[config.mk]
export PLATFORM = sky130hd
export DESIGN_NAME = cmc_top
export DESIGN_NICKNAME = d
export VERILOG_FILES = /design/src/cmc_pkg.sv /design/src/cmc_top.sv
export SDC_FILE = /design/constraint.sdc
export NUM_CORES = 1
export LEC_CHECK = 0
export ABC_AREA = 1
export BUFFER_PORTS_ARGS = -buffer_cell sky130_fd_sc_hd__buf_4
export CAP_MARGIN = 20
export CORE_MARGIN = 4
export CORE_UTILIZATION = 43
export CTS_BUF_LIST = sky130_fd_sc_hd__clkbuf_2
export CTS_CLUSTER_DIAMETER = 100
export DETAILED_ROUTE_END_ITERATION = 10
export PLACE_DENSITY = 0.63
export SETUP_SLACK_MARGIN = 0.1
export SYNTH_ARGS = -nofsm -noshare
export SYNTH_HDL_FRONTEND = slang
export SYNTH_SLANG_ARGS = --single-unit
[constraint.sdc]
create_clock -name clk -period 6.8 [get_ports clk]
set_input_delay 0.34 -clock clk [delete_from_list [all_inputs] [get_ports clk]]
set_output_delay 0.34 -clock clk [all_outputs]
set_load 0.1 [all_outputs]
[src/cmc_pkg.sv]
// Package holding constants and types for the cassette mode controller.
package cmc_pkg;

  // ----------------------------------------
  // Character codes
  // ----------------------------------------
  localparam logic [7:0] CH_DC1 = 8'h11;
  localparam logic [7:0] CH_DC2 = 8'h12;
  localparam logic [7:0] CH_DC3 = 8'h13;
  localparam logic [7:0] CH_DC4 = 8'h14;
  localparam logic [7:0] CH_SUB = 8'h1a;
  localparam logic [7:0] CH_ESC = 8'h1b;
  localparam logic [7:0] CH_DLE = 8'h10;
  localparam logic [7:0] CH_DEL = 8'h7f;
  localparam logic [7:0] CH_ZERO = 8'h30;

  // ----------------------------------------
  // Register map and reset values
  // ----------------------------------------
  localparam logic [3:0] ADR_CTRL = 4'h0;
  localparam logic [3:0] ADR_STAT = 4'h1;
  localparam logic [7:0] CTRL_RST = 8'h00;
  localparam int CTRL_RATE_LSB = 0; // 2 bits: 0..2 slow rates, 3 = 120 cps.
  localparam int CTRL_VAR_LSB = 2;  // 2 bits: 0 basic, 1 strappable, 2 extended.
  localparam int CTRL_STRAP = 4;    // Strapped alternative DC2 handling.
  localparam int CTRL_FWD_DC3 = 5;  // Forward DC3 read from tape.
  localparam int CTRL_ONLINE = 6;   // On-line or standby operation.

  // ----------------------------------------
  // Timing
  // ----------------------------------------
  localparam int CLK_MHZ = 50;
  localparam int DEB_US = 10000;
  localparam int DEB_CYC = DEB_US * CLK_MHZ;
  localparam int GAP_US = 100;
  localparam int GAP_CYC = GAP_US * CLK_MHZ;
  localparam int BRK_US = 200000;
  localparam int BRK_CYC = BRK_US * CLK_MHZ;

  // ----------------------------------------
  // Types
  // ----------------------------------------
  typedef enum logic [3:0] {
    ST_STOP = 4'b0000,
    ST_WRITE = 4'b0001,
    ST_READ = 4'b0010,
    ST_LEADER = 4'b0011,
    ST_ADV = 4'b0100,
    ST_BLKRW = 4'b0101,
    ST_REW = 4'b0110,
    ST_STEPF = 4'b0111,
    ST_STEPB = 4'b1000,
    ST_SLOWRW = 4'b1001,
    ST_GAP = 4'b1010,
    ST_SUBER = 4'b1011
  } cmc_state_t;

  typedef struct packed {
    logic lock;
    logic stop;
    logic write;
    logic adv;
    logic read;
    logic blkrw;
    logic rew;
  } cmc_btn_t;

  typedef struct packed {
    logic stop;
    logic write;
    logic read;
    logic lock;
    logic blkrw;
  } cmc_lamp_t;

  typedef struct packed {
    logic fwd;
    logic fast;
    logic rev;
    logic erase;
  } cmc_motion_t;

endpackage

[src/cmc_top.sv]
// Cassette mode controller: buttons, line codes and tape events to modes and lamps.
//
// Contract
// RQ1: Write press at slow rate enters write.
// RQ2: Write entered only from stopped condition.
// RQ3: Stop, lock, advance or DC4 ends write.
// RQ4: Write at leader erases off leader, stops.
// RQ5: End of tape writing raises alarm, break.
// RQ6: Read press starts tape; online needs ready.
// RQ7: Read lamp on data, also during winding.
// RQ8: Stop or lock press ends read.
// RQ9: Write held plus advance erases while advancing.
// RQ10: Stop held, read tap steps one forward.
// RQ11: Stop held, block rewind tap backs one.
// RQ12: Back-up without data slow-rewinds until data/lock.
// RQ13: SUB in write backs up, erases; not 120.
// RQ14: Lock bars read/write and line codes; code mutes line codes only while on-line, and never local ones.
// RQ15: DC1 enters read when stopped.
// RQ16: Basic DC2 enters write; first not recorded.
// RQ17: Strapped DC2 never recorded, makes gaps.
// RQ18: Extended at 120 writes continuously, no leader stop.
// RQ19: ESC 0 block rewinds, not on end leader.
// RQ20: ESC DLE DEL rewinds fully.
// RQ21: Record codes in write except SUB, remote DC4.
// RQ22: DC3 from tape stops; forwarded if strapped.
// RQ23: Buttons synchronised, debounced, combinations first.
//
// Chosen here: the address map and the strobed register port.
module cmc_top #(
  parameter int DEB_N = cmc_pkg::DEB_CYC,
  parameter int BRK_N = cmc_pkg::BRK_CYC
) (
  // Clock and reset.
  input wire logic clk,
  input wire logic arst_n,
  // Register port.
  input wire logic [3:0] reg_addr,
  input wire logic [7:0] reg_wdata,
  input wire logic reg_wr,
  input wire logic reg_rd,
  output logic [7:0] reg_rdata,
  // Front panel.
  input wire cmc_pkg::cmc_btn_t btn,
  output cmc_pkg::cmc_lamp_t lamp,
  // Line side characters, one-cycle strobes.
  input wire logic rx_valid,
  input wire logic [7:0] rx_char,
  input wire logic rx_local,
  input wire logic line_ready_indication,
  output logic rec_valid,
  output logic [7:0] rec_char,
  output logic tx_valid,
  output logic [7:0] tx_char,
  // Tape sensing, from the deck logic.
  input wire logic tape_bot,
  input wire logic tape_eot,
  input wire logic tape_data,
  input wire logic tape_char_done,
  input wire logic tape_block_start,
  input wire logic tape_wr_tab,
  input wire logic rd_valid,
  input wire logic [7:0] rd_char,
  // Deck and terminal controls.
  output cmc_pkg::cmc_motion_t motion,
  output logic alarm,
  output logic line_break
);

  // ----------------------------------------
  // Reset release
  // ----------------------------------------
  logic rst_q1, rst_n;
  always_ff @(posedge clk or negedge arst_n)
  begin
    if (!arst_n) {rst_n, rst_q1} <= 2'b00;
    else {rst_n, rst_q1} <= {rst_q1, 1'b1};
  end

  // ----------------------------------------
  // Button sync and debounce
  // ----------------------------------------
  // Two flops per button, then a settle counter; a change is only taken once stable.
  logic [6:0] b_s1_q, b_s2_q, b_deb_q, b_prev_q;
  logic [31:0] deb_cnt_q;
  always_ff @(posedge clk or negedge rst_n)
  begin
    if (!rst_n)
    begin
      b_s1_q <= 7'h00;
      b_s2_q <= 7'h00;
      b_deb_q <= 7'h00;
      b_prev_q <= 7'h00;
      deb_cnt_q <= 32'h0000_0000;
    end
    else
    begin
      b_s1_q <= btn; // RQ23
      b_s2_q <= b_s1_q;
      b_prev_q <= b_deb_q;
      if (b_s2_q == b_deb_q) deb_cnt_q <= 32'h0000_0000;
      else if (deb_cnt_q >= 32'(DEB_N - 1))
      begin
        b_deb_q <= b_s2_q; // RQ23
        deb_cnt_q <= 32'h0000_0000;
      end
      else deb_cnt_q <= deb_cnt_q + 32'h0000_0001;
    end
  end

  cmc_pkg::cmc_btn_t bh, bp;
  assign bh = b_deb_q;
  assign bp = b_deb_q & ~b_prev_q;

  // ----------------------------------------
  // Control register
  // ----------------------------------------
  logic [7:0] ctrl_q;
  logic rate_fast, v_basic, v_strap, v_ext, strap, online;
  assign rate_fast = ctrl_q[cmc_pkg::CTRL_RATE_LSB +: 2] == 2'h3;
  assign v_basic = ctrl_q[cmc_pkg::CTRL_VAR_LSB +: 2] == 2'h0;
  assign v_strap = ctrl_q[cmc_pkg::CTRL_VAR_LSB +: 2] == 2'h1;
  assign v_ext = ctrl_q[cmc_pkg::CTRL_VAR_LSB +: 2] == 2'h2;
  assign strap = ctrl_q[cmc_pkg::CTRL_STRAP] & ~v_basic;
  assign online = ctrl_q[cmc_pkg::CTRL_ONLINE];

  // ----------------------------------------
  // Line code decode
  // ----------------------------------------
  logic lock_q, esc_q, escdle_q, dc2_seen_q, rew_held_q;
  cmc_pkg::cmc_state_t st_q, st_d;
  logic rx_ok, c_dc1, c_dc2, c_dc4, c_sub, c_esc0, c_rew;
  // While on-line, lock mutes only codes arriving from the line; local keyboard still acts.
  assign rx_ok = rx_valid & ~(lock_q & online & ~rx_local); // RQ14
  assign c_dc1 = rx_ok & rx_char == cmc_pkg::CH_DC1;
  assign c_dc2 = rx_ok & rx_char == cmc_pkg::CH_DC2;
  assign c_dc4 = rx_ok & rx_char == cmc_pkg::CH_DC4;
  assign c_sub = rx_ok & rx_char == cmc_pkg::CH_SUB;
  assign c_esc0 = rx_ok & esc_q & rx_char == cmc_pkg::CH_ZERO; // RQ19
  assign c_rew = rx_ok & escdle_q & rx_char == cmc_pkg::CH_DEL; // RQ20

  // ----------------------------------------
  // Mode decisions
  // ----------------------------------------
  // Two-button combinations are decoded ahead of single presses.
  logic is_stop, on_leader, combo_f, combo_b, erase_adv;
  logic wr_req, rd_req, dc3_hit, wr_ok;
  assign is_stop = st_q == cmc_pkg::ST_STOP;
  assign on_leader = tape_bot;
  assign combo_f = bh.stop & bp.read & ~rate_fast; // RQ10 RQ23
  assign combo_b = bh.stop & bp.blkrw; // RQ11 RQ23
  assign erase_adv = bh.write & bp.adv; // RQ9 RQ23
  assign wr_ok = tape_wr_tab & ~lock_q;
  assign wr_req = (bp.write & ~bh.adv & (~rate_fast | v_ext)) | c_dc2; // RQ1 RQ18
  assign rd_req = (bp.read & ~bh.stop & (~online | line_ready_indication)) | c_dc1; // RQ6 RQ15
  assign dc3_hit = rd_valid & rd_char == cmc_pkg::CH_DC3 & st_q == cmc_pkg::ST_READ;

  logic [31:0] tim_q;
  logic tim_done;
  assign tim_done = tim_q == 32'h0000_0000;

  always_comb
  begin
    st_d = st_q;
    case (st_q)
      cmc_pkg::ST_STOP:
      begin
        if (combo_b) st_d = cmc_pkg::ST_STEPB; // RQ11
        else if (combo_f && !lock_q) st_d = cmc_pkg::ST_STEPF; // RQ10
        else if (erase_adv && wr_ok) st_d = cmc_pkg::ST_ADV; // RQ9
        else if (bh.adv) st_d = cmc_pkg::ST_ADV;
        else if (wr_req && wr_ok && on_leader) st_d = cmc_pkg::ST_LEADER; // RQ2 RQ4
        else if (wr_req && wr_ok) st_d = (c_dc2 && strap) ? cmc_pkg::ST_GAP : cmc_pkg::ST_WRITE;
        else if (rd_req && !lock_q) st_d = cmc_pkg::ST_READ; // RQ6 RQ14
        else if (c_rew || (bp.rew && (v_basic || !lock_q))) st_d = cmc_pkg::ST_REW; // RQ20
        else if ((c_esc0 || bp.blkrw) && !tape_eot) st_d = cmc_pkg::ST_BLKRW; // RQ19
      end
      cmc_pkg::ST_WRITE:
      begin
        if (bp.stop || bp.lock || bp.adv || (c_dc4 && !rx_local)) st_d = cmc_pkg::ST_STOP; // RQ3
        else if (c_sub && !rate_fast) st_d = cmc_pkg::ST_SUBER; // RQ13
        else if (c_dc2 && strap) st_d = cmc_pkg::ST_GAP; // RQ17
      end
      cmc_pkg::ST_LEADER:
      begin
        if (bp.stop || bp.lock) st_d = cmc_pkg::ST_STOP;
        else if (!tape_bot && !(v_ext && rate_fast)) st_d = cmc_pkg::ST_WRITE; // RQ4 RQ18
      end
      cmc_pkg::ST_GAP: if (tim_done) st_d = cmc_pkg::ST_WRITE; // RQ17
      cmc_pkg::ST_SUBER: if (tape_char_done) st_d = cmc_pkg::ST_WRITE; // RQ13
      cmc_pkg::ST_READ:
      begin
        if (bp.stop || bp.lock || dc3_hit || tape_eot) st_d = cmc_pkg::ST_STOP; // RQ8 RQ22
      end
      cmc_pkg::ST_ADV: if (!bh.adv) st_d = cmc_pkg::ST_STOP;
      cmc_pkg::ST_STEPF: if (tape_char_done) st_d = cmc_pkg::ST_STOP; // RQ10
      cmc_pkg::ST_STEPB:
      begin
        if (tape_char_done) st_d = cmc_pkg::ST_STOP; // RQ11
        else if (!tape_data) st_d = cmc_pkg::ST_SLOWRW; // RQ12
      end
      cmc_pkg::ST_SLOWRW:
      begin
        if (tape_data || bp.lock || tape_bot) st_d = cmc_pkg::ST_STOP; // RQ12
      end
      cmc_pkg::ST_BLKRW:
      begin
        if (bp.stop || bp.lock || tape_bot || tape_block_start) st_d = cmc_pkg::ST_STOP;
      end
      cmc_pkg::ST_REW:
      begin
        if (tape_bot || bp.lock || (v_basic && rew_held_q && !bh.rew)) st_d = cmc_pkg::ST_STOP;
        else if (bh.blkrw && bp.stop) st_d = cmc_pkg::ST_STOP;
      end
      default: st_d = cmc_pkg::ST_STOP;
    endcase
    // A SUB in the stopped condition is a back-up request too.
    if (st_q == cmc_pkg::ST_STOP && c_sub && !lock_q && !rate_fast) st_d = cmc_pkg::ST_STEPB;
  end

  // ----------------------------------------
  // State, lock and sequence registers
  // ----------------------------------------
  logic [31:0] brk_q;
  logic wr_alarm, eot_hit;
  assign eot_hit = tape_eot & st_q == cmc_pkg::ST_WRITE;
  always_ff @(posedge clk or negedge rst_n)
  begin
    if (!rst_n)
    begin
      st_q <= cmc_pkg::ST_STOP;
      lock_q <= 1'b0;
      esc_q <= 1'b0;
      escdle_q <= 1'b0;
      dc2_seen_q <= 1'b0;
      rew_held_q <= 1'b0;
      tim_q <= 32'h0000_0000;
      brk_q <= 32'h0000_0000;
      ctrl_q <= cmc_pkg::CTRL_RST;
    end
    else
    begin
      // End of tape alone never leaves write mode, so stop, lock and DC4 still end it.
      st_q <= st_d;
      if (bp.lock) lock_q <= ~lock_q; // RQ14
      if (rx_ok)
      begin
        esc_q <= rx_char == cmc_pkg::CH_ESC;
        escdle_q <= esc_q & rx_char == cmc_pkg::CH_DLE;
      end
      // The DC2 that opens write mode counts as the first one.
      if (st_q == cmc_pkg::ST_STOP && !c_dc2) dc2_seen_q <= 1'b0;
      else if (c_dc2) dc2_seen_q <= 1'b1; // RQ16
      // Only a panel rewind on the basic variant needs the button held.
      if (st_q == cmc_pkg::ST_STOP) rew_held_q <= bp.rew & ~c_rew; // RQ20
      if (st_d == cmc_pkg::ST_GAP && st_q != cmc_pkg::ST_GAP) tim_q <= 32'(cmc_pkg::GAP_CYC);
      else if (!tim_done) tim_q <= tim_q - 32'h0000_0001;
      if (eot_hit && brk_q == 32'h0000_0000) brk_q <= 32'(BRK_N); // RQ5
      else if (brk_q != 32'h0000_0000 && !eot_hit) brk_q <= brk_q - 32'h0000_0001;
      if (reg_wr && reg_addr == cmc_pkg::ADR_CTRL) ctrl_q <= reg_wdata;
    end
  end

  // ----------------------------------------
  // Outputs
  // ----------------------------------------
  logic rec_go, fwd_go;
  assign wr_alarm = (bp.write | c_dc2) & ~tape_wr_tab; // RQ1
  // First DC2 of a session and all strapped DC2s are swallowed.
  assign rec_go = rx_valid & st_q == cmc_pkg::ST_WRITE & rx_char != cmc_pkg::CH_SUB
    & !(rx_char == cmc_pkg::CH_DC4 & !rx_local)
    & !(rx_char == cmc_pkg::CH_DC2 & (strap | !dc2_seen_q)); // RQ16 RQ17 RQ21
  assign fwd_go = rd_valid & (rd_char != cmc_pkg::CH_DC3 | (strap & ctrl_q[cmc_pkg::CTRL_FWD_DC3]));

  always_ff @(posedge clk or negedge rst_n)
  begin
    if (!rst_n)
    begin
      rec_valid <= 1'b0;
      rec_char <= 8'h00;
      tx_valid <= 1'b0;
      tx_char <= 8'h00;
      alarm <= 1'b0;
      line_break <= 1'b0;
      lamp <= '0;
      motion <= '0;
      reg_rdata <= 8'h00;
    end
    else
    begin
      rec_valid <= rec_go; // RQ21
      rec_char <= rx_char;
      tx_valid <= fwd_go; // RQ22
      tx_char <= rd_char;
      alarm <= wr_alarm | eot_hit; // RQ5
      line_break <= brk_q != 32'h0000_0000; // RQ5
      lamp.stop <= st_d == cmc_pkg::ST_STOP; // RQ3 RQ14
      lamp.write <= st_d inside {cmc_pkg::ST_WRITE, cmc_pkg::ST_LEADER,
        cmc_pkg::ST_GAP, cmc_pkg::ST_SUBER};
      lamp.read <= (st_q == cmc_pkg::ST_READ) | (tape_data &
        st_q inside {cmc_pkg::ST_ADV, cmc_pkg::ST_REW, cmc_pkg::ST_BLKRW}); // RQ7
      lamp.lock <= lock_q;
      lamp.blkrw <= tape_bot & st_d == cmc_pkg::ST_STOP;
      // Write mode parks the tape; the deck steps it per recorded character.
      motion.fwd <= st_d inside {cmc_pkg::ST_READ, cmc_pkg::ST_LEADER,
        cmc_pkg::ST_ADV, cmc_pkg::ST_STEPF, cmc_pkg::ST_GAP} & !eot_hit; // RQ4
      motion.fast <= st_d inside {cmc_pkg::ST_ADV, cmc_pkg::ST_REW, cmc_pkg::ST_BLKRW};
      motion.rev <= st_d inside {cmc_pkg::ST_REW, cmc_pkg::ST_BLKRW, cmc_pkg::ST_STEPB,
        cmc_pkg::ST_SLOWRW, cmc_pkg::ST_SUBER}; // RQ12
      motion.erase <= (st_d inside {cmc_pkg::ST_LEADER, cmc_pkg::ST_GAP, cmc_pkg::ST_SUBER})
        | (st_d == cmc_pkg::ST_ADV & ((bh.write & tape_wr_tab)
        | (st_q == cmc_pkg::ST_ADV & motion.erase))); // RQ9
      if (reg_rd && reg_addr == cmc_pkg::ADR_CTRL) reg_rdata <= ctrl_q;
      else if (reg_rd && reg_addr == cmc_pkg::ADR_STAT) reg_rdata <= {3'h0, lock_q, st_q};
      else reg_rdata <= 8'h00;
    end
  end

  // ----------------------------------------
  // Checks
  // ----------------------------------------
  property p_wr_only_stop;
    @(posedge clk) disable iff (!rst_n)
      (st_q == cmc_pkg::ST_READ) |=> st_q != cmc_pkg::ST_WRITE;
  endproperty
  a_wr_only_stop: assert property (p_wr_only_stop) else $error("write from read"); // RQ2

  property p_dc4_stop;
    @(posedge clk) disable iff (!rst_n)
      (st_q == cmc_pkg::ST_WRITE && c_dc4 && !rx_local && !tape_eot) |=> st_q == cmc_pkg::ST_STOP;
  endproperty
  a_dc4_stop: assert property (p_dc4_stop) else $error("DC4 did not stop write"); // RQ3

  property p_read_stop;
    @(posedge clk) disable iff (!rst_n)
      (st_q == cmc_pkg::ST_READ && bp.stop) |=> ##1 lamp.stop;
  endproperty
  a_read_stop: assert property (p_read_stop) else $error("stop lamp missing"); // RQ8

  property p_lock_noread;
    @(posedge clk) disable iff (!rst_n)
      (lock_q && st_q == cmc_pkg::ST_STOP) |=> st_q != cmc_pkg::ST_READ;
  endproperty
  a_lock_noread: assert property (p_lock_noread) else $error("read under lock"); // RQ14

  property p_dc1_read;
    @(posedge clk) disable iff (!rst_n)
      (is_stop && c_dc1 && !lock_q && bh == '0) |=> st_q == cmc_pkg::ST_READ;
  endproperty
  a_dc1_read: assert property (p_dc1_read) else $error("DC1 ignored"); // RQ15

  property p_sub_norec;
    @(posedge clk) disable iff (!rst_n)
      (rx_valid && rx_char == cmc_pkg::CH_SUB) |=> !rec_valid;
  endproperty
  a_sub_norec: assert property (p_sub_norec) else $error("SUB recorded"); // RQ21

  property p_eot_alarm;
    @(posedge clk) disable iff (!rst_n)
      (eot_hit && st_d == cmc_pkg::ST_WRITE) |=> alarm && lamp.write;
  endproperty
  a_eot_alarm: assert property (p_eot_alarm) else $error("no alarm at end of tape"); // RQ5

  property p_dc3_stop;
    @(posedge clk) disable iff (!rst_n)
      dc3_hit |=> st_q == cmc_pkg::ST_STOP ##1 lamp.stop;
  endproperty
  a_dc3_stop: assert property (p_dc3_stop) else $error("DC3 did not stop"); // RQ22

endmodule

==> results.py <==
metrics = {
    "synthesis": {
        "synthTopCellsByArea": "dfrtp_1, nor2_1, nand2_1, inv_1, a21oi_1",
        "ys.flop_type": "dfrtp_1",
        "yosysWarnings": 0,
        "synth_top_area_frac": 0.5426,
        "synth-seq-area-share": 0.5426,
        "syn_inst": 967,
        "netlist_top_cells_count": "nor2_1, dfrtp_1, nand2_1",
        "post-synth-top-count-cell": "nor2_1",
        "ys_seq_elements": 180,
        "synth_largest_area_cell": "dfrtp_1",
        "synth_edf_count": 0,
        "syn-cell-area_um2": 8302,
        "yosysUniqueCellTypes": 47,
        "async_flop_share": 1.000,
        "syn-mean-instance-area_um2": 8.585,
    },
    "sta": {
        "fin_setup_tns_ns": 0,
        "max_freq_ghz": 0.2976,
        "skew_ns": 0.05359,
        "timing.final.crit_share": 0.4941,
        "finalSetupViolCount": 0,
        "finalHoldViolCount": 0,
        "final.min_clock_period_ns": 3.360,
        "rsz0062_at_grt": "false",
        "drv_slew": 0,
        "worst_pin_slew_ns": 0.8600,
        "slew_headroom": 0.4245,
        "final.setup.worst_slack_ns": 3.440,
    },
    "routing": {
        "vias_per_cell": 4.743,
        "dr_wl_met3_um": 728,
        "drtAntennaViolNets": 0,
        "drt_iter0_drc": 544,
        "top_layer_used": "met4",
        "firstDrtPassIters": 7,
        "wire_per_inst_um": 12.81,
        "drc": 0,
        "met2_length_mm": 8.210,
        "wl_met1_mm": 8.800,
        "vias": 6655,
        "drt-total-wl_mm": 17.97,
    },
    "floorplanning": {
        "die_h_um": 146.9,
        "ioPinCount": 86,
        "rows": 50,
        "dieArea_um2": 21590,
        "coreArea_um2": 18830,
        "start_util": 0.4409,
        "chipWidth_um": 146.9,
    },
    "final_layout": {
        "multi_input_comb_area_um2": 3291,
        "drive_gt1_frac": 0.1384,
        "seq_area_um2": 4508,
        "fin_nets": 1183,
        "synthToLayoutAreaGrowth_pct": 21.27,
        "fillers": 1737,
    },
    "global_route": {
        "grt_pass1_wl_mm": 30.97,
        "first_global_vias": 6473,
        "grt_max_degree": 81,
        "antenna_found_initial": 1,
        "grtUsageTotal": 0.1727,
        "overflow": 0,
    },
    "place": {
        "gp_congestion": 0.9724,
        "post-place-ws_ns": 3.428,
        "io_buffers": 85,
        "dpl.hpwl_mm": 12.73,
    },
    "worst_hold_path": {
        "min_path_type": "in2reg",
    },
    "setup_path": {
        "critical_path_arrival_ns": 4.08,
        "cp-end-kind": "flop",
        "crit_type": "reg2reg",
        "crit_fanout": 8,
        "worstPathRequired_ns": 7.52,
        "worstSetupStartpointType": "flop",
    },
    "power": {
        "power_frac_seq": 0.482,
        "p_total_uw": 2941,
        "p_leak_uw": 0.004761,
        "switching_power_uw": 1205,
        "comb_power_share": 0.321,
        "pwr-share-clk": 0.196,
        "p_sw_frac": 0.4098,
        "p_per_area_nw_per_um2": 292.2,
        "peakVddDrop_mv": 0.1084,
        "intPower_uw": 1736,
    },
    "clock_network": {
        "cts_buffers": 17,
        "clk_pin_slew_ns": 0.29,
        "postCtsHoldBufs": 49,
        "cts_resized": 0,
        "ctsRootBufferMaster": "clkbuf_2",
        "insertion_delay_ns": 0.78,
        "cts_max_level": 4,
        "post_cts_buffers": 0,
        "tritoncts": "done",
        "clockBufferDepth": 2,
        "cts.sinks": 180,
    },
    "flow_run": {
        "drv_cap": 0,
    },
    "status": {
        "outcome": "complete, no violations",
    },
}
[state kept, by name, summed over array words and instances (netlist names), 8 cells and up]
| signal | cells |
|---|---|
| brk_q | 32 |
| deb_cnt_q | 32 |
| tim_q | 32 |
| ctrl_q | 8 |
| rec_char | 8 |
| reg_rdata | 8 |
| tx_char | 8 |
[cell families after synthesis]
kind of cell | after synthesis | share of synthesized area
other | 2 | 0.0009046
AO/OA/AOI/OAI | 115 | 0.07807
AND/OR/NAND/NOR | 484 | 0.2630
XOR/XNOR | 38 | 0.04009
buffers and inverters | 142 | 0.06647
multiplexers | 1 | 0.001356
flip-flops | 180 | 0.5426
adder cells (fa/ha/maj) | 5 | 0.007536
[power groups by stage]
stage | Clock [uW] | Sequential [uW] | Combinational [uW]
2_1_floorplan | 0 | 1640 | 490
3_3_place_gp | 0 | 1440 | 910
3_5_place_dp | 0 | 1440 | 924
4_1_cts | 593 | 1420 | 947
5_1_grt | 643 | 1450 | 1050
6_report | 577 | 1420 | 946
[cells in the final DEF, fill, tap and decap left out, types with 2 or more instances in the layout]
cell type      count
a21oi_1           48
a31oi_1            3
a41oi_1            2
and3_1             3
buf_4             88
bufinv_16          2
clkbuf_2          17
clkinvlp_4         4
conb_1            14
dfrtp_1          179
dlygate4sd3_1     49
ha_1               5
inv_1            133
inv_2              2
inv_6              2
inv_8              4
nand2_1          136
nand2_2            4
nand3_1           40
nand3b_1           3
nand4_1           20
nor2_1           195
nor2_2            16
nor2_4             4
nor3_1            37
nor3b_1            4
nor4_1            11
o2111ai_1          2
o211ai_1           4
o21ai_0           38
o21ai_1            2
o22ai_1            8
or2_2              4
xnor2_1           12
xor2_1            26
[metal layers]
| metal | track usage | vias to the layer above |
|---|---|---|
| met4 | 0.05126 | 0 |
| met2 | 0.2671 | 140 |
| li1 | - | 3426 |
| met1 | 0.2510 | 3068 |
| met3 | 0.03054 | 21 |
| met5 | 0 | - |
[cell type report]
class,instances,share of cell area
Antenna cell,1,0.0002486
Clock buffer,17,0.008451
Clock inverter,15,0.01690
Inverter,135,0.05034
Multi-Input combinational cell,657,0.3269
Sequential cell,180,0.4478
Tap cell,260,0.03231
Timing Repair Buffer,138,0.1171
[final timing paths]
check | startpoint | depth (start not counted) | endpoint | slack (ns)
worst max register to register | brk_q[0] | 19 | brk_q[24] | 3.44
worst min-delay path | tape_eot | 4 | motion[3] | 0.09
worst max-delay path | brk_q[0] | 19 | brk_q[24] | 3.44
max in group asynchronous | rst_n | 1 | tim_q[6] | 5.35
min in group asynchronous | rst_n | 0 | tim_q[17] | 0.26
worst min register to register | rst_n | 0 | tim_q[17] | 0.26
[worst max-delay path, cell delays in order, from the launching register on]
cell and delay [ns]:
dfrtp_1 0.43, inv_1 0.11, ha_1 0.18, inv_1 0.04, nor2_1 0.14, inv_1 0.05, nor2_1 0.13, nand2_1 0.07
nor4_1 0.28, ha_1 0.36, inv_1 0.22, nand2_1 0.13, nor2_1 0.23, inv_1 0.10, nor2_1 0.27, nand2_1 0.14
nor2_1 0.16, nand2_1 0.08, o21ai_0 0.14, a21oi_1 0.06
[stage by stage]
stage | hold WS [ns] | util | area [um2] | std cells
floorplan | 0.04441 | - | 8347 | 979
global placement | 0.1232 | 0.4934 | 9291 | 1320
detailed placement | 0.1240 | 0.4934 | 9291 | 1320
CTS | 0.02099 | 0.5330 | 10040 | 1401
global route | 0.03379 | 0.5346 | 10070 | 1403
finish | 0.09426 | 0.5346 | 10070 | 1403
No activity file was read; power rests on OpenSTA's default activity.
